**src/pmcb_pkg.sv**
```systemverilog
// shared constants for the pin and memory configuration bank
package pmcb_pkg;
    localparam int ADDR_W = 8;
    localparam int DATA_W = 8;
    localparam int NUM_PINS = 17;
    localparam int NUM_TACH_PINS = 8;
    localparam int PINS_PER_REG = 4;
    localparam int NUM_GRP = 4;

    // register offsets
    localparam logic [7:0] MEM_MODE_OFS = 8'h06;
    localparam logic [7:0] THIRD_CFG_OFS = 8'h07;
    localparam logic [7:0] GRP0_OFS = 8'h08;
    localparam logic [7:0] GRP1_OFS = 8'h09;
    localparam logic [7:0] GRP2_OFS = 8'h0A;
    localparam logic [7:0] GRP3_OFS = 8'h0B;

    // reset value shared by all six registers
    localparam logic [7:0] BANK_RESET = 8'h00;

    // memory mode control fields
    localparam int MM_READ_BIT = 0;
    localparam int MM_PROG_BIT = 1;
    localparam int MM_ERASE_BIT = 2;
    localparam int MM_PROT_BIT = 3;
    localparam int MM_TEST_LSB = 4;
    localparam int MM_TEST_W = 3;
    localparam int MM_STRETCH_BIT = 7;

    // third configuration fields
    localparam int TC_PIN16_SEL_BIT = 0;
    localparam int TC_INTR_CLR_BIT = 1;
    localparam int TC_REF_SEL_BIT = 2;
    localparam int TC_PIN16_DIR_BIT = 6;
    localparam int TC_PIN16_POL_BIT = 7;
    // bits 5-3 read as zero and drop writes
    localparam logic [7:0] TC_WRITE_MASK = 8'hC7;
    localparam logic [7:0] TC_STORE_MASK = 8'hC5;

    // pin group layout: even bit direction, odd bit polarity
    localparam int GRP_DIR_OFS = 0;
    localparam int GRP_POL_OFS = 1;
    localparam int GRP_BITS_PER_PIN = 2;
    localparam int PIN16_IDX = 16;
endpackage : pmcb_pkg

```
**src/pmcb_bank.sv**
```systemverilog
// pin and memory configuration register bank
`timescale 1ns/1ps
module pmcb_bank (
    input wire logic sys_clk,
    input wire logic rst_b,
    // register port from the serial management bus engine
    input wire logic regWrEn,
    input wire logic regRdEn,
    input wire logic [7:0] regAddr,
    input wire logic [7:0] regWrData,
    output logic [7:0] regRdData,
    output logic regHit,
    // pin enables from configuration register 2, same clock
    input wire logic [7:0] tachPinEnable,
    // memory side
    input wire logic memBusy,
    output logic memReadMode,
    output logic memProgMode,
    output logic memEraseMode,
    output logic memProtected,
    output logic [2:0] memTestBits,
    // serial clock stretch, open drain
    input wire logic sclIn,
    output logic sclOut,
    output logic sclOe,
    // chassis intrusion and reference
    output logic chassisIntrusionClear,
    output logic refSelHigh,
    // thermal alert from the limit logic, active high request
    input wire logic overtempAlertReq,
    // general pins 0 to 16, pin 16 shares the alert output
    input wire logic [16:0] generalPinIn,
    output logic [16:0] generalPinOut,
    output logic [16:0] generalPinOe,
    input wire logic [16:0] generalPinAssertReq,
    output logic [16:0] generalPinAsserted
);
    localparam logic [7:0] RST_VAL = pmcb_pkg::BANK_RESET;
    logic readReq_ff;
    logic progReq_ff;
    logic eraseReq_ff;
    logic protect_ff;
    logic [pmcb_pkg::MM_TEST_W-1:0] testBits_ff;
    logic stretchEn_ff;
    logic pin16Sel_ff;
    logic pin16Dir_ff;
    logic pin16Pol_ff;
    logic refSel_ff;
    logic [7:0] memModeRd;
    logic [7:0] thirdCfgRd;
    logic [7:0] grp_ff [pmcb_pkg::NUM_GRP];
    logic intrClr_ff;
    logic [16:0] pinSync;
    logic [16:0] pinDir;
    logic [16:0] pinPol;
    logic [16:0] pinEn;
    logic [16:0] assertReq;
    logic [16:0] asserted;
    logic pin16Sel;
    logic wrMem;
    logic wrThird;
    logic nxt_protect;
    logic [7:0] nxt_rdData;
    logic nxt_hit;

    assign wrMem = regWrEn && (regAddr == pmcb_pkg::MEM_MODE_OFS);
    assign wrThird = regWrEn && (regAddr == pmcb_pkg::THIRD_CFG_OFS);

    // mode requests held as written; software keeps them exclusive
    always_ff @(posedge sys_clk or negedge rst_b) begin
        if (!rst_b) begin
            readReq_ff <= RST_VAL[pmcb_pkg::MM_READ_BIT];
            progReq_ff <= RST_VAL[pmcb_pkg::MM_PROG_BIT];
            eraseReq_ff <= RST_VAL[pmcb_pkg::MM_ERASE_BIT];
        end else if (wrMem) begin
            readReq_ff <= regWrData[pmcb_pkg::MM_READ_BIT];
            progReq_ff <= regWrData[pmcb_pkg::MM_PROG_BIT];
            eraseReq_ff <= regWrData[pmcb_pkg::MM_ERASE_BIT];
        end
    end

    // protect is write-once: a write may set it, only reset clears it
    assign nxt_protect = protect_ff | regWrData[pmcb_pkg::MM_PROT_BIT];
    always_ff @(posedge sys_clk or negedge rst_b) begin
        if (!rst_b) begin
            protect_ff <= RST_VAL[pmcb_pkg::MM_PROT_BIT];
        end else if (wrMem) begin
            protect_ff <= nxt_protect;
        end
    end

    // factory test bits are stored but steer nothing in this bank
    always_ff @(posedge sys_clk or negedge rst_b) begin
        if (!rst_b) begin
            testBits_ff <=
                RST_VAL[pmcb_pkg::MM_TEST_LSB +: pmcb_pkg::MM_TEST_W];
        end else if (wrMem) begin
            testBits_ff <=
                regWrData[pmcb_pkg::MM_TEST_LSB +: pmcb_pkg::MM_TEST_W];
        end
    end

    // stretch enable; the pad is pulled only while memory is busy
    always_ff @(posedge sys_clk or negedge rst_b) begin
        if (!rst_b) begin
            stretchEn_ff <= RST_VAL[pmcb_pkg::MM_STRETCH_BIT];
        end else if (wrMem) begin
            stretchEn_ff <= regWrData[pmcb_pkg::MM_STRETCH_BIT];
        end
    end

    // pin 16 function, direction and polarity; bits 5-3 not stored
    always_ff @(posedge sys_clk or negedge rst_b) begin
        if (!rst_b) begin
            pin16Sel_ff <= RST_VAL[pmcb_pkg::TC_PIN16_SEL_BIT];
            pin16Dir_ff <= RST_VAL[pmcb_pkg::TC_PIN16_DIR_BIT];
            pin16Pol_ff <= RST_VAL[pmcb_pkg::TC_PIN16_POL_BIT];
        end else if (wrThird) begin
            pin16Sel_ff <= regWrData[pmcb_pkg::TC_PIN16_SEL_BIT];
            pin16Dir_ff <= regWrData[pmcb_pkg::TC_PIN16_DIR_BIT];
            pin16Pol_ff <= regWrData[pmcb_pkg::TC_PIN16_POL_BIT];
        end
    end

    // reference level select
    always_ff @(posedge sys_clk or negedge rst_b) begin
        if (!rst_b) begin
            refSel_ff <= RST_VAL[pmcb_pkg::TC_REF_SEL_BIT];
        end else if (wrThird) begin
            refSel_ff <= regWrData[pmcb_pkg::TC_REF_SEL_BIT];
        end
    end

    // memory mode readback image, rebuilt from the field flops
    always_comb begin
        memModeRd = '0;
        memModeRd[pmcb_pkg::MM_READ_BIT] = readReq_ff;
        memModeRd[pmcb_pkg::MM_PROG_BIT] = progReq_ff;
        memModeRd[pmcb_pkg::MM_ERASE_BIT] = eraseReq_ff;
        memModeRd[pmcb_pkg::MM_PROT_BIT] = protect_ff;
        memModeRd[pmcb_pkg::MM_TEST_LSB +: pmcb_pkg::MM_TEST_W] =
            testBits_ff;
        memModeRd[pmcb_pkg::MM_STRETCH_BIT] = stretchEn_ff;
    end
    // third configuration image; bits 5-3 and the clear bit read zero
    always_comb begin
        thirdCfgRd = '0;
        thirdCfgRd[pmcb_pkg::TC_PIN16_SEL_BIT] = pin16Sel_ff;
        thirdCfgRd[pmcb_pkg::TC_REF_SEL_BIT] = refSel_ff;
        thirdCfgRd[pmcb_pkg::TC_PIN16_DIR_BIT] = pin16Dir_ff;
        thirdCfgRd[pmcb_pkg::TC_PIN16_POL_BIT] = pin16Pol_ff;
    end

    // intrusion clear is a one-cycle pulse; the bit reads back as zero
    always_ff @(posedge sys_clk or negedge rst_b) begin
        if (!rst_b) begin
            intrClr_ff <= 1'b0;
        end else begin
            intrClr_ff <= wrThird &
                regWrData[pmcb_pkg::TC_INTR_CLR_BIT];
        end
    end

    // four pin groups, one generate loop over the offsets
    for (genvar g = 0; g < pmcb_pkg::NUM_GRP; g++) begin : gGrp
        localparam logic [7:0] OFS = pmcb_pkg::GRP0_OFS + 8'(g);
        always_ff @(posedge sys_clk or negedge rst_b) begin
            if (!rst_b) begin
                grp_ff[g] <= pmcb_pkg::BANK_RESET;
            end else if (regWrEn && (regAddr == OFS)) begin
                grp_ff[g] <= regWrData;
            end
        end
    end

    // read mux; unmapped offsets answer zero with no hit
    always_comb begin
        nxt_rdData = 8'h00;
        nxt_hit = 1'b1;
        case (regAddr)
            pmcb_pkg::MEM_MODE_OFS: nxt_rdData = memModeRd;
            pmcb_pkg::THIRD_CFG_OFS: nxt_rdData = thirdCfgRd;
            pmcb_pkg::GRP0_OFS: nxt_rdData = grp_ff[0];
            pmcb_pkg::GRP1_OFS: nxt_rdData = grp_ff[1];
            pmcb_pkg::GRP2_OFS: nxt_rdData = grp_ff[2];
            pmcb_pkg::GRP3_OFS: nxt_rdData = grp_ff[3];
            default: nxt_hit = 1'b0;
        endcase
    end

    // read data registered one cycle after the strobe
    always_ff @(posedge sys_clk or negedge rst_b) begin
        if (!rst_b) begin
            regRdData <= RST_VAL;
            regHit <= 1'b0;
        end else begin
            regHit <= (regRdEn | regWrEn) & nxt_hit;
            if (regRdEn) begin
                regRdData <= nxt_rdData;
            end
        end
    end

    // mode outputs; protect overrides program and erase
    assign memReadMode = readReq_ff;
    assign memProtected = protect_ff;
    assign memProgMode = progReq_ff & ~protect_ff;
    assign memEraseMode = eraseReq_ff & ~protect_ff;
    assign memTestBits = testBits_ff;
    // several mode bits at once is left to software to avoid
    assign chassisIntrusionClear = intrClr_ff;
    assign refSelHigh = refSel_ff;

    // clock stretch only while enabled and the memory is busy
    always_ff @(posedge sys_clk or negedge rst_b) begin
        if (!rst_b) begin
            sclOe <= 1'b0;
        end else begin
            sclOe <= stretchEn_ff & memBusy;
        end
    end
    assign sclOut = 1'b0;

    // sclIn is not needed inside; the host sees the held line itself
    logic sclUnused;
    assign sclUnused = sclIn;

    // pin configuration fan-out, even bit direction, odd bit polarity
    for (genvar p = 0; p < pmcb_pkg::PIN16_IDX; p++) begin : gCfg
        localparam int G = p / pmcb_pkg::PINS_PER_REG;
        localparam int B = (p % pmcb_pkg::PINS_PER_REG) *
            pmcb_pkg::GRP_BITS_PER_PIN;
        assign pinDir[p] = grp_ff[G][B + pmcb_pkg::GRP_DIR_OFS];
        assign pinPol[p] = grp_ff[G][B + pmcb_pkg::GRP_POL_OFS];
        if (p < pmcb_pkg::NUM_TACH_PINS) begin : gTach
            assign pinEn[p] = tachPinEnable[p];
        end else begin : gFix
            assign pinEn[p] = 1'b1;
        end
        assign assertReq[p] = generalPinAssertReq[p];
    end

    // pin 16 shares its pad with the overtemperature alert
    assign pin16Sel = pin16Sel_ff;
    assign pinDir[pmcb_pkg::PIN16_IDX] = pin16Sel ?
        pin16Dir_ff : 1'b1;
    // alert pad is driven active low when not a general pin
    assign pinPol[pmcb_pkg::PIN16_IDX] = pin16Sel ?
        pin16Pol_ff : 1'b0;
    assign pinEn[pmcb_pkg::PIN16_IDX] = 1'b1;
    assign assertReq[pmcb_pkg::PIN16_IDX] = pin16Sel ?
        generalPinAssertReq[pmcb_pkg::PIN16_IDX] : overtempAlertReq;

    // pads arrive from outside the clock domain
    pmcb_sync2 #(.WIDTH(pmcb_pkg::NUM_PINS)) uSync (
        .sys_clk(sys_clk),
        .rst_b(rst_b),
        .asyncIn(generalPinIn),
        .syncOut(pinSync)
    );

    // one cell per pin
    for (genvar p = 0; p < pmcb_pkg::NUM_PINS; p++) begin : gPin
        pmcb_pin_cell uCell (
            .sys_clk(sys_clk),
            .rst_b(rst_b),
            .pinEnable(pinEn[p]),
            .dirOut(pinDir[p]),
            .polHigh(pinPol[p]),
            .assertReq(assertReq[p]),
            .padSync(pinSync[p]),
            .padOut(generalPinOut[p]),
            .padOe(generalPinOe[p]),
            .assertedIn(asserted[p])
        );
    end

    // pin 16 input reads zero while it carries the alert
    assign generalPinAsserted = {asserted[pmcb_pkg::PIN16_IDX] & pin16Sel,
        asserted[pmcb_pkg::PIN16_IDX-1:0]};
endmodule : pmcb_bank

```
**src/pmcb_pin_cell.sv**
```systemverilog
// one general pin: direction, polarity and function select
`timescale 1ns/1ps
module pmcb_pin_cell (
    input wire logic sys_clk,
    input wire logic rst_b,
    input wire logic pinEnable,
    input wire logic dirOut,
    input wire logic polHigh,
    input wire logic assertReq,
    input wire logic padSync,
    output logic padOut,
    output logic padOe,
    output logic assertedIn
);
    // driven pad level and enable come from flops to avoid glitches
    always_ff @(posedge sys_clk or negedge rst_b) begin
        if (!rst_b) begin
            padOut <= 1'b0;
            padOe <= 1'b0;
        end else begin
            padOe <= pinEnable & dirOut;
            padOut <= polHigh ? assertReq : ~assertReq;
        end
    end

    // input seen through the polarity; zero when pin is not a general pin
    always_ff @(posedge sys_clk or negedge rst_b) begin
        if (!rst_b) begin
            assertedIn <= 1'b0;
        end else begin
            assertedIn <= pinEnable & ~dirOut & (polHigh ? padSync : ~padSync);
        end
    end
endmodule : pmcb_pin_cell

```
**src/pmcb_sync2.sv**
```systemverilog
// two-flop synchroniser for a bundle of pin inputs
`timescale 1ns/1ps
module pmcb_sync2 #(
    parameter int WIDTH = 1
) (
    input wire logic sys_clk,
    input wire logic rst_b,
    input wire logic [WIDTH-1:0] asyncIn,
    output logic [WIDTH-1:0] syncOut
);
    logic [WIDTH-1:0] meta_ff;

    // first stage is read only by the second stage
    always_ff @(posedge sys_clk or negedge rst_b) begin
        if (!rst_b) begin
            meta_ff <= '0;
            syncOut <= '0;
        end else begin
            meta_ff <= asyncIn;
            syncOut <= meta_ff;
        end
    end
endmodule : pmcb_sync2
```
**config.mk**
```make
export PLATFORM = sky130hd
export DESIGN_NAME = pmcb_bank
export DESIGN_NICKNAME = d
export VERILOG_FILES = /design/src/pmcb_pkg.sv /design/src/pmcb_bank.sv /design/src/pmcb_pin_cell.sv /design/src/pmcb_sync2.sv
export SDC_FILE = /design/constraint.sdc
export NUM_CORES = 1
export LEC_CHECK = 0
export BUFFER_PORTS_ARGS = -buffer_cell sky130_fd_sc_hd__buf_2
export CORE_ASPECT_RATIO = 0.75
export CORE_UTILIZATION = 53
export DETAILED_ROUTE_END_ITERATION = 12
export PLACE_DENSITY = 0.76
export SYNTH_ARGS = -nofsm -noshare
export SYNTH_HDL_FRONTEND = slang
export SYNTH_SLANG_ARGS = --single-unit
```
**constraint.sdc**
```tcl
create_clock -name sys_clk -period 1.4 [get_ports sys_clk]
set_input_delay 0.21 -clock sys_clk [delete_from_list [all_inputs] [get_ports sys_clk]]
set_output_delay 0.21 -clock sys_clk [all_outputs]
set_load 0.05 [all_outputs]
```
# ---- Word-level counts from Yosys, hierarchy flattened
# Index checks and enable logic that the tools add are counted.
dict set report op_classes {
  n_eq_ne 6
  muxes 39
  bitwise_logic 93
  reduce_logical 7
}
# cell n
set ops {}
lappend ops {{$not A1 Y1} 52}
lappend ops {{$pmux W8 S6} 1}
lappend ops {{$and A1 B1 Y1} 39}
lappend ops {{$mux W1} 38}
lappend ops {{$eq A8 B4 Y1 const B} 4}
lappend ops {{$eq A8 B3 Y1 const B} 2}
lappend ops {{$logic_and A1 B1 Y1} 6}
lappend ops {{$reduce_or A6 Y1} 1}
lappend ops {{$or A1 B1 Y1} 2}
dict set report totals {
  inputBits 65
  output_inout_bits 71
  regBits 140
}

# ---- Longest topological paths before layout
# Gate-level depths: netlist of the first run.
dict set report logic_depth {
  ltp_word 4
  ltp_mapped 6
  depth_no_buf 4
}

# ---- Hierarchy
# A second synthesis of the first run with hierarchy kept.
dict set report hier_totals {
  cells_unflattened 371
  hier_area_um2 5531.6
}
# module n_inst cells_each area_per_inst_um2
set modules_own_cells {}
lappend modules_own_cells {pmcb_bank 1 218 2787.7}
lappend modules_own_cells {pmcb_pin_cell 17 7 111.4}
lappend modules_own_cells {pmcb_sync2 1 34 850.8}

# ---- Worst setup path after synthesis of the first run
# Ideal clock, no wire load.
dict set report synth_path {
  path_type {input-to-reg}
  startpoint {input regAddr[5]}
  endpoint {register grp_ff[24] (netlist bit)}
  stages 5
  required_ps 1275
  setup_slack_ps -212
  setup_ps 125
  path_buffers 1
  arrival_ps 1487
  path_cell_list {nor4_4 -> and3b_4 -> and4bb_2 -> buf_4 -> mux2_2}
}
dict set report synth_via {
  elab_chain_cells 2
}
# item line_no
set synth_rtl {}
lappend synth_rtl {{from (decl)} pmcb_bank.sv:9} ;# input wire logic [7:0] regAddr,
lappend synth_rtl {{$eq A8 B4 Y1} pmcb_bank.sv:170} ;# end else if (regWrEn && (regAddr == OFS)) begin
lappend synth_rtl {{$logic_and A1 B1 Y1} pmcb_bank.sv:170}
lappend synth_rtl {{to (signal, indexed assignment)} pmcb_bank.sv:169} ;# grp_ff[g] <= pmcb_pkg::BANK_RESET;
lappend synth_rtl {{to (signal, indexed assignment)} pmcb_bank.sv:171} ;# grp_ff[g] <= regWrData;
lappend synth_rtl {{to (decl)} pmcb_bank.sv:51} ;# logic [7:0] grp_ff [pmcb_pkg::NUM_GRP];
# No other way between the ends.
# A chain may end at the register's enable or synchronous reset.

# ---- Worst setup path in the final report of the first run
dict set report layout_path {
  startpoint {register protect_ff, in the netlist memProtected}
  endpoint {output memEraseMode}
}
dict set report layout_via {
  elab_chain_cells 2
}
# item line_no
set layout_rtl {}
lappend layout_rtl {{from (decl)} pmcb_bank.sv:42} ;# logic protect_ff;
lappend layout_rtl {{from (signal assigned)} pmcb_bank.sv:86} ;# protect_ff <= RST_VAL[pmcb_pkg::MM_PROT_BIT];
lappend layout_rtl {{from (signal assigned)} pmcb_bank.sv:88} ;# protect_ff <= nxt_protect;
lappend layout_rtl {{$not A1 Y1} pmcb_bank.sv:208} ;# assign memEraseMode = eraseReq_ff & ~protect_ff;
lappend layout_rtl {{$and A1 B1 Y1} pmcb_bank.sv:208}
lappend layout_rtl {{to (decl)} pmcb_bank.sv:19} ;# output logic memEraseMode,
# No other way between the ends.

==> results of run 1 <==
[kinds of logic (layout without fill, tap and decap cells)]
logic type	after synthesis	count (layout)	synth area share
multiplexers	55	55	0.118
AND/OR/NAND/NOR	61	61	0.0747
buffers and inverters	67	243	0.0849
AO/OA/AOI/OAI	23	23	0.0316
XOR/XNOR	34	34	0.0541
flip-flops	140	140	0.636
other	1	1	0.000681
[flip-flops by register name, indices dropped and copies added (netlist names), 3 cells and up]
register	cells
regRdData	8
gPin.uCell.padOut	17
uSync.syncOut	17
memTestBits	3
gPin.uCell.assertedIn	17
grp_ff	32
uSync.meta_ff	17
gPin.uCell.padOe	17
[stage by stage]
step	area (µm²)	hold slack (ns)
after floorplan	5570	-0.0856
after global placement	6250	0.120
after detailed placement	6250	0.124
after CTS	7280	0.00409
after global routing	7310	0.00609
final	7310	0.0138
[power breakdown]
group | switching [mW] | leakage, nW | total (mW) | internal, mW
registers | 0.116 | 1.79 | 4.39 | 4.27
logic | 0.793 | 1.60 | 1.23 | 0.437
clock network | 1.62 | 0.318 | 4.89 | 3.27
[critical path, delay by kind of cell, from the launching register on]
kind | cells | cell delay (ns)
flops | 1 | 0.45
buf+inv | 1 | 0.17
simple gates | 1 | 0.14
[layout make-up]
| class | instances | area, µm² |
|---|---|---|
| clock inverter | 9 | 156 |
| sequential | 140 | 3510 |
| timing repair buffer | 205 | 1360 |
| inverter | 6 | 22.5 |
| multi-input combinational | 174 | 1600 |
| fill | 665 | 2580 |
| clock buffer | 23 | 508 |
| tap | 132 | 165 |
[cells in the final DEF, fill, tap and decap left out, types with 8 or more instances in the layout]
cell type and count:
and2_1 10, buf_4 33, nor3b_1 8, dlygate4sd3_1 36
mux2_4 8, xnor2_1 17, buf_2 129, mux2_2 42
nor2_1 14, clkbuf_16 17, dfrtp_1 138, xor2_1 17
nand3_1 8
[layer usage]
| layer | global-route usage | vias to the layer above | routed length, µm |
|---|---|---|---|
| met5 | 0 | - | 0 |
| met3 | 0.0707 | 9 | 836 |
| met1 | 0.306 | 1760 | 4910 |
| met4 | 0.0833 | 0 | 134 |
| li1 | - | 1567 | - |
| met2 | 0.388 | 130 | 5960 |
[final timing paths]
path	start	end	slack [ns]
min	tachPinEnable[3]	gPin[3].uCell.padOe$_DFF_PN0_	0.01
max reg2reg	grp_ff[2]$_DFFE_PN0P_	regRdData[2]$_DFFE_PN0P_	0.07
max in group asynchronous	rst_b	memProtected$_DFFE_PN0P_	0.58
min in group asynchronous	rst_b	gPin[3].uCell.padOe$_DFF_PN0_	0.25
max	memProtected$_DFFE_PN0P_	memEraseMode	0.03
min reg2reg	uSync.meta_ff[10]$_DFF_PN0_	uSync.syncOut[10]$_DFF_PN0_	0.35
[timing repair]
action                                  4_1_cts  5_1_grt
endpoints found under the setup margin        4        4
resized for setup                             6        3
hold endpoints to repair                     68        1
hold buffers                                 35        1
cloned                                        0        0
setup buffers                                 0        1
==> flow_metrics.env, run 1 <==
export IMPL_synth_cell_type_count=39
export IMPL_slew_viol_final=0
export IMPL_cp_cell_sequence="nor2b_2 -> buf_6"
export IMPL_vdd_ir_drop_max_mv=1.02
export IMPL_chipHeight_um=90.3
export IMPL_grt_ovfl_total=0
export IMPL_path_clk_slew_ns=0.06
export IMPL_drtPass1Iterations=5
export IMPL_setup_ws_ns=0.0257
export IMPL_wl_um=11800
export IMPL_yosysSeqAreaShare=0.636
export IMPL_finalPower_mw=10.5
export IMPL_yosysTopAreaCellShare=0.636
export IMPL_grt_pass1_vias=3688
export IMPL_power_density_nw_per_um2=1440
export IMPL_finalSetupViolCount=0
export IMPL_numCtsBuffers=17
export IMPL_start_util=0.557
export IMPL_crit_required_ns=1.19
export IMPL_outcome="completed"
export IMPL_rows=31
export IMPL_synth_most_common_cell="dfrtp_1"
export IMPL_place_ws_ns=-0.313
export IMPL_cp_start_kind="flip-flop"
export IMPL_synth_area_leader_cell="dfrtp_1"
export IMPL_synthesis_nets=446
export IMPL_ys_warn_count=0
export IMPL_cts_buffer_depth=2
export IMPL_r2r_cells=3
export IMPL_synth_area_leaders="dfrtp_1 64%, mux2_2 10%, buf_4 7.2%"
export IMPL_cts_root_buf="clkbuf_16"
export IMPL_final_hold_viol_count=0
export IMPL_endpoint_kind="output pin"
export IMPL_yosys_top_cells_count="140 x dfrtp_1, 53 x buf_4, 50 x mux2_2, 17 x xnor2_1, 17 x xor2_1"
export IMPL_routedWlPerCell_um=17.2
export IMPL_track_usage=0.239
export IMPL_syn_area_um2=5510
export IMPL_hold_class="in -> reg"
export IMPL_grt_max_degree=46
export IMPL_area_growth_pct=32.7
export IMPL_drc=0
export IMPL_drv_cap=0
export IMPL_core_um2=9890
export IMPL_layout_drive_gt1_share=0.481
export IMPL_ys_ff_latch=140
export IMPL_cp_arrival_ns=1.16
export IMPL_fp_dieW_um=120
export IMPL_nets=609
export IMPL_cp_max_fo=5
export IMPL_async_flop_share=1.00
export IMPL_crit_slowest_cell="dfrtp_2"
export IMPL_finalSetupTns_ns=0
export IMPL_crit_type="reg -> out"
export IMPL_fin_cells=689
export IMPL_syn_instance_count=381
export IMPL_dieArea_um2=10800
export IMPL_gp_congestion=0.836
export IMPL_clk_latency_ns=0.42
export IMPL_num_antenna_cells=0
export IMPL_hold_path_depth=2
export IMPL_synth_ff_type="dfrtp_1"
export IMPL_p_leak_nw=3.71
export IMPL_period_share=0.982
export IMPL_ant_nets=0
export IMPL_grt_pass1_wl_um=19000
export IMPL_htreeDepth=4
export IMPL_fin_worst_skew_ns=0.00834
export IMPL_rsz0062_at_grt="true"
export IMPL_dr_total_vias=3466
export IMPL_avgSynthCellArea_um2=14.5
export IMPL_utilization=0.739
export IMPL_period_needed_ns=1.37
export IMPL_cts_sinks=140
export IMPL_port_buffer_count=133
export IMPL_max_stage_delay_ns=0.45
export IMPL_dp_hpwl_um=7990
export IMPL_first_iter_violations=186
export IMPL_antenna_found_initial=0
export IMPL_cts_tree="built"
export IMPL_routed_via_density=5.03
export IMPL_dpl_cell_count=620
export IMPL_fmax_mhz=728
export IMPL_synth_edf_count=0
export IMPL_io_pins=136
Note: power is estimated with default switching activity, not from simulation.
==> inputs of run 2 (changes only) <==
- PLACE_DENSITY: 0.76 -> 0.79
==> run 2 against run 1 <==
Net effect:
- worst setup slack gained 0.0054 ns
- sequential cell count unchanged
- die area did not move
- routed wire length is 2.4% lower
- combinational power about the same
- design area fell by 0.86%
- total power shrank 1.2%
- critical endpoint is now memProgMode
- largest power group unchanged
==> flow_metrics.env, run 2 (same netlist as run 1, synthesis figures left out) <==
export IMPL_cts_sinks=140
export IMPL_r2r_start="grp_ff[18]$_DFFE_PN0P_"
export IMPL_largest_reg_flops=32
export IMPL_num_antenna_cells=0
export IMPL_cp_num_buf_inv=1
export IMPL_crit_slowest_cell="dfrtp_2"
export IMPL_hold_class="in -> reg"
export IMPL_dp_hpwl_um=7810
export IMPL_fin_hold_ws_ns=0.0296
export IMPL_port_buffer_count=133
export IMPL_fmax_mhz=731
export IMPL_antenna_found_initial=0
export IMPL_drv_cap=0
export IMPL_period_share=0.978
export IMPL_final_hold_viol_count=0
export IMPL_wl_um=11600
export IMPL_cp_cell_sequence="nor2b_2 -> buf_6"
export IMPL_clk_latency_ns=0.41
export IMPL_cts_root_buf="clkbuf_16"
export IMPL_nFillCells=676
export IMPL_cts_buffer_depth=2
export IMPL_chipHeight_um=90.3
export IMPL_finalPower_mw=10.4
export IMPL_cts_tree="built"
export IMPL_track_usage=0.235
export IMPL_routed_via_density=4.99
export IMPL_slew_viol_final=0
export IMPL_routedWlPerCell_um=16.8
export IMPL_numCtsBuffers=17
export IMPL_hold_start="tachPinEnable[1]"
export IMPL_rows=31
export IMPL_place_area_um2=6230
export IMPL_regMostFlops="grp_ff"
export IMPL_setup_worst_path_start="memProtected$_DFFE_PN0P_"
export IMPL_max_stage_delay_ns=0.45
export IMPL_final_common_cell="dfrtp_1"
export IMPL_dieArea_um2=10800
export IMPL_power_density_nw_per_um2=1430
export IMPL_setup_ws_ns=0.0311
export IMPL_p_leak_nw=3.69
export IMPL_period_needed_ns=1.37
export IMPL_place_ws_ns=-0.347
export IMPL_core_um2=9890
export IMPL_crit_required_ns=1.19
export IMPL_first_iter_violations=136
export IMPL_ant_nets=0
export IMPL_drc=0
export IMPL_nets=606
export IMPL_cp_start_kind="flip-flop"
export IMPL_htreeDepth=4
export IMPL_grt_pass1_wl_um=18800
export IMPL_rsz0062_at_grt="true"
export IMPL_path_clk_slew_ns=0.05
export IMPL_gp_congestion=0.822
export IMPL_layout_drive_gt1_share=0.478
export IMPL_endpoint_kind="output pin"
export IMPL_dr_total_vias=3426
export IMPL_crit_family="flip-flops"
export IMPL_io_pins=136
export IMPL_fin_area_um2=7250
export IMPL_start_util=0.557
export IMPL_outcome="completed"
export IMPL_grt_pass1_vias=3661
export IMPL_fp_dieW_um=120
export IMPL_crit_type="reg -> out"
export IMPL_cp_arrival_ns=1.16
export IMPL_multi_input_area_um2=1600
export IMPL_fin_worst_skew_ns=0.00507
export IMPL_cp_max_fo=5
export IMPL_vdd_ir_drop_max_mv=1.30
export IMPL_area_growth_pct=31.6
export IMPL_seqCellArea_um2=3500
export IMPL_drtPass1Iterations=4
export IMPL_grt_ovfl_total=0
export IMPL_final_cell_mix="139 x dfrtp_1, 129 x buf_2, 42 x mux2_2"
export IMPL_finalSetupViolCount=0
export IMPL_grt_max_degree=44
run 2: cell count changes in the layout (fill, tap and decap cells not counted), sizes merged:
cell and change:
dlygate4sd3 -1, clkinvlp -1, buf -2, clkinv +3
clkbuf -2
run 2: timing repair:
action / 4_1_cts / 5_1_grt
resized for setup: 6 / 1
hold buffers: 35 / 0
gates cloned: 0 / 0
endpoints found under the setup margin: 4 / 3
setup buffers: 1 / 0
endpoints found under the hold margin: 73 / 0
run 2: worst register-to-register path, delay by kind of cell, from the launching register on:
kind           cells  cell delay, ns
AO/OA/AOI/OAI      2            0.27
flip-flops         1            0.42
multiplexers       1            0.49
run 2: cell type report:
class,count,share of cell area
well taps,132,0.0228
multi-input cells,174,0.220
inverters,6,0.00311
clock buffers,21,0.0663
clock inverters,11,0.0226
repair buffers,202,0.182
flip-flops and latches,140,0.483
run 2: worst paths after layout:
| check | end | slack [ns] | cells after the start |
|---|---|---|---|
| setup / recovery | memProgMode | 0.03 | 2 |
| hold / removal | gPin[1].uCell.padOe$_DFF_PN0_ | 0.03 | 2 |
| setup reg to reg | regRdData[2]$_DFFE_PN0P_ | 0.10 | 3 |
| hold reg to reg | uSync.syncOut[11]$_DFF_PN0_ | 0.34 | 0 |
| max in group asynchronous | uSync.syncOut[6]$_DFF_PN0_ | 0.55 | 3 |
| min in group asynchronous | gPin[3].uCell.padOe$_DFF_PN0_ | 0.30 | 2 |
run 2: power by group:
group	internal (mW)	total [mW]	switching (mW)	leakage (nW)
logic	0.429	1.22	0.788	1.58
registers	4.27	4.38	0.111	1.79
clock network	3.16	4.78	1.62	0.315
total	7.86	10.4	2.52	3.69
run 2: stage by stage:
step | std cells | setup TNS, ns | util
after floorplan | 381 | -3.80 | -
after global placement | 618 | -12.00 | 0.629
after detailed placement | 618 | -12.13 | 0.629
after CTS | 686 | 0 | 0.732
after global routing | 686 | -0.0109 | 0.733
final | 686 | 0 | 0.733
run 2: routing by layer:
metal	track usage	vias up	part of all wire
met5	0	-	0
met4	0.0823	0	0.013
met3	0.0814	14	0.077
met2	0.368	129	0.49
met1	0.307	1720	0.42
li1	-	1563	-
==> inputs of run 3 (changes only) <==
- REMOVE_ABC_BUFFERS: unset -> 1
==> run 3 against run 2 <==
Net effect:
- count of clock-buffer cells in the layout increased by 1
- register-to-register slack worse by 0.02 ns
- total power shrank 0.83%
- worst hold slack got worse by 0.021 ns
- maximum frequency down 1.3%
- global-route usage rose by 0.20 points
- die area did not move
- sequential power hardly changed
- combinational power about the same
- routed wire length grew 2.1%
- design area down 0.22%
- sequential share of layout area up 0.11 points
- critical endpoint unchanged
- largest cell class unchanged
- highest routed layer unchanged
==> flow_metrics.env, run 3 (same netlist as run 1, synthesis figures left out) <==
export IMPL_drc=0
export IMPL_track_usage=0.237
export IMPL_clk_latency_ns=0.41
export IMPL_path_clk_slew_ns=0.06
export IMPL_final_hold_viol_count=0
export IMPL_regMostFlops="grp_ff"
export IMPL_dr_total_vias=3476
export IMPL_r2r_start="grp_ff[7]$_DFFE_PN0P_"
export IMPL_crit_family="flip-flops"
export IMPL_grt_ovfl_total=0
export IMPL_htreeDepth=4
export IMPL_place_area_um2=6230
export IMPL_slew_viol_final=0
export IMPL_cp_arrival_ns=1.18
export IMPL_finalSetupViolCount=0
export IMPL_routed_via_density=5.03
export IMPL_cts_tree="built"
export IMPL_period_needed_ns=1.39
export IMPL_utilization=0.731
export IMPL_wl_um=11800
export IMPL_cp_start_kind="flip-flop"
export IMPL_finalPower_mw=10.3
export IMPL_fmax_mhz=721
export IMPL_grt_pass1_vias=3757
export IMPL_power_density_nw_per_um2=1420
export IMPL_fin_cells=691
export IMPL_hold_path_end="sclOe$_DFF_PN0_"
export IMPL_grt_pass1_wl_um=19100
export IMPL_chipHeight_um=90.3
export IMPL_fp_dieW_um=120
export IMPL_period_share=0.990
export IMPL_largest_reg_flops=32
export IMPL_endpoint_kind="output pin"
export IMPL_drv_cap=0
export IMPL_final_cell_mix="139 x dfrtp_1, 129 x buf_2, 50 x mux2_2"
export IMPL_drtPass1Iterations=7
export IMPL_antenna_found_initial=0
export IMPL_setup_ws_ns=0.0136
export IMPL_regToRegSetupSlack_ns=0.08
export IMPL_start_util=0.557
export IMPL_cp_max_fo=5
export IMPL_grt_max_degree=49
export IMPL_fin_worst_skew_ns=0.00565
export IMPL_finalSetupTns_ns=0
export IMPL_crit_slowest_cell="dfrtp_2"
export IMPL_dieArea_um2=10800
export IMPL_first_iter_violations=152
export IMPL_cts_root_buf="clkbuf_16"
export IMPL_num_antenna_cells=0
export IMPL_hold_path_depth=2
export IMPL_final_common_cell="dfrtp_1"
export IMPL_rows=31
export IMPL_place_ws_ns=-0.372
export IMPL_cts_sinks=140
export IMPL_gp_congestion=0.776
export IMPL_io_pins=136
export IMPL_max_stage_delay_ns=0.44
export IMPL_fin_area_um2=7230
export IMPL_dpl_cell_count=624
export IMPL_hold_class="in -> reg"
export IMPL_cp_cell_sequence="nor2b_2 -> buf_6"
export IMPL_crit_required_ns=1.19
export IMPL_vdd_ir_drop_max_mv=0.976
export IMPL_core_um2=9890
export IMPL_numCtsBuffers=17
export IMPL_port_buffer_count=133
export IMPL_cts_buffer_depth=2
export IMPL_crit_type="reg -> out"
export IMPL_rsz0062_at_grt="true"
export IMPL_hold_start="memBusy"
export IMPL_nets=611
export IMPL_p_leak_nw=3.70
export IMPL_area_growth_pct=31.3
export IMPL_cp_num_buf_inv=1
export IMPL_routedWlPerCell_um=17.1
export IMPL_r2r_cells=3
export IMPL_ant_nets=0
export IMPL_worst_r2r_endpoint="regRdData[7]$_DFFE_PN0P_"
export IMPL_fin_hold_ws_ns=0.00884
export IMPL_outcome="completed"
export IMPL_layout_drive_gt1_share=0.478
export IMPL_dp_hpwl_um=8110
run 3: cell count changes in the layout (fill, tap and decap cells not counted), sizes merged:
cell	delta
clkbuf	+1
buf	+6
clkinvlp	-1
dlygate4sd3	-1
run 3: layer usage:
metal,vias to the layer above,GRT usage,wire (µm)
li1,1570,-,-
met2,139,0.399,6050
met3,12,0.0795,901
met5,-,0,0
met4,0,0.0802,114
met1,1755,0.287,4730
run 3: worst max-delay path by stage:
| stage | slack [ns] | depth (start not counted) | endpoint | from |
|---|---|---|---|---|
| 3_3_place_gp | -0.34 | 6 | pin16Sel$_DFFE_PN0P_ | regAddr[5] |
| 2_1_floorplan | -0.31 | 4 | grp_ff[24]$_DFFE_PN0P_ | regAddr[5] |
| 5_1_grt | -0.02 | 2 | memProgMode | memProtected$_DFFE_PN0P_ |
| 3_5_place_dp | -0.37 | 6 | pin16Pol_ff$_DFFE_PN0P_ | regAddr[5] |
| 6_report | 0.01 | 2 | memProgMode | memProtected$_DFFE_PN0P_ |
| 4_1_cts | 0.002 | 2 | memProgMode | memProtected$_DFFE_PN0P_ |
run 3: power breakdown:
part	switching, mW	internal, mW
logic	0.789	0.429
clock network	1.61	3.08
registers	0.113	4.27
run 3: cell type report:
cell class	count	area (µm²)
multi-input combinational	174	1550
tap	132	165
timing repair buffer	207	1370
clock inverter	10	164
clock buffer	22	464
inverter	6	22.5
sequential	140	3500
fill	685	2660
run 3: timing repair:
| action | 4_1_cts | 5_1_grt |
|---|---|---|
| buffers inserted | 1 | 0 |
| hold buffers | 34 | 0 |
| pin swaps | 0 | 0 |
| setup endpoints to repair | 3 | 2 |
| gates resized for setup | 8 | 1 |
| hold endpoints to repair | 77 | 0 |
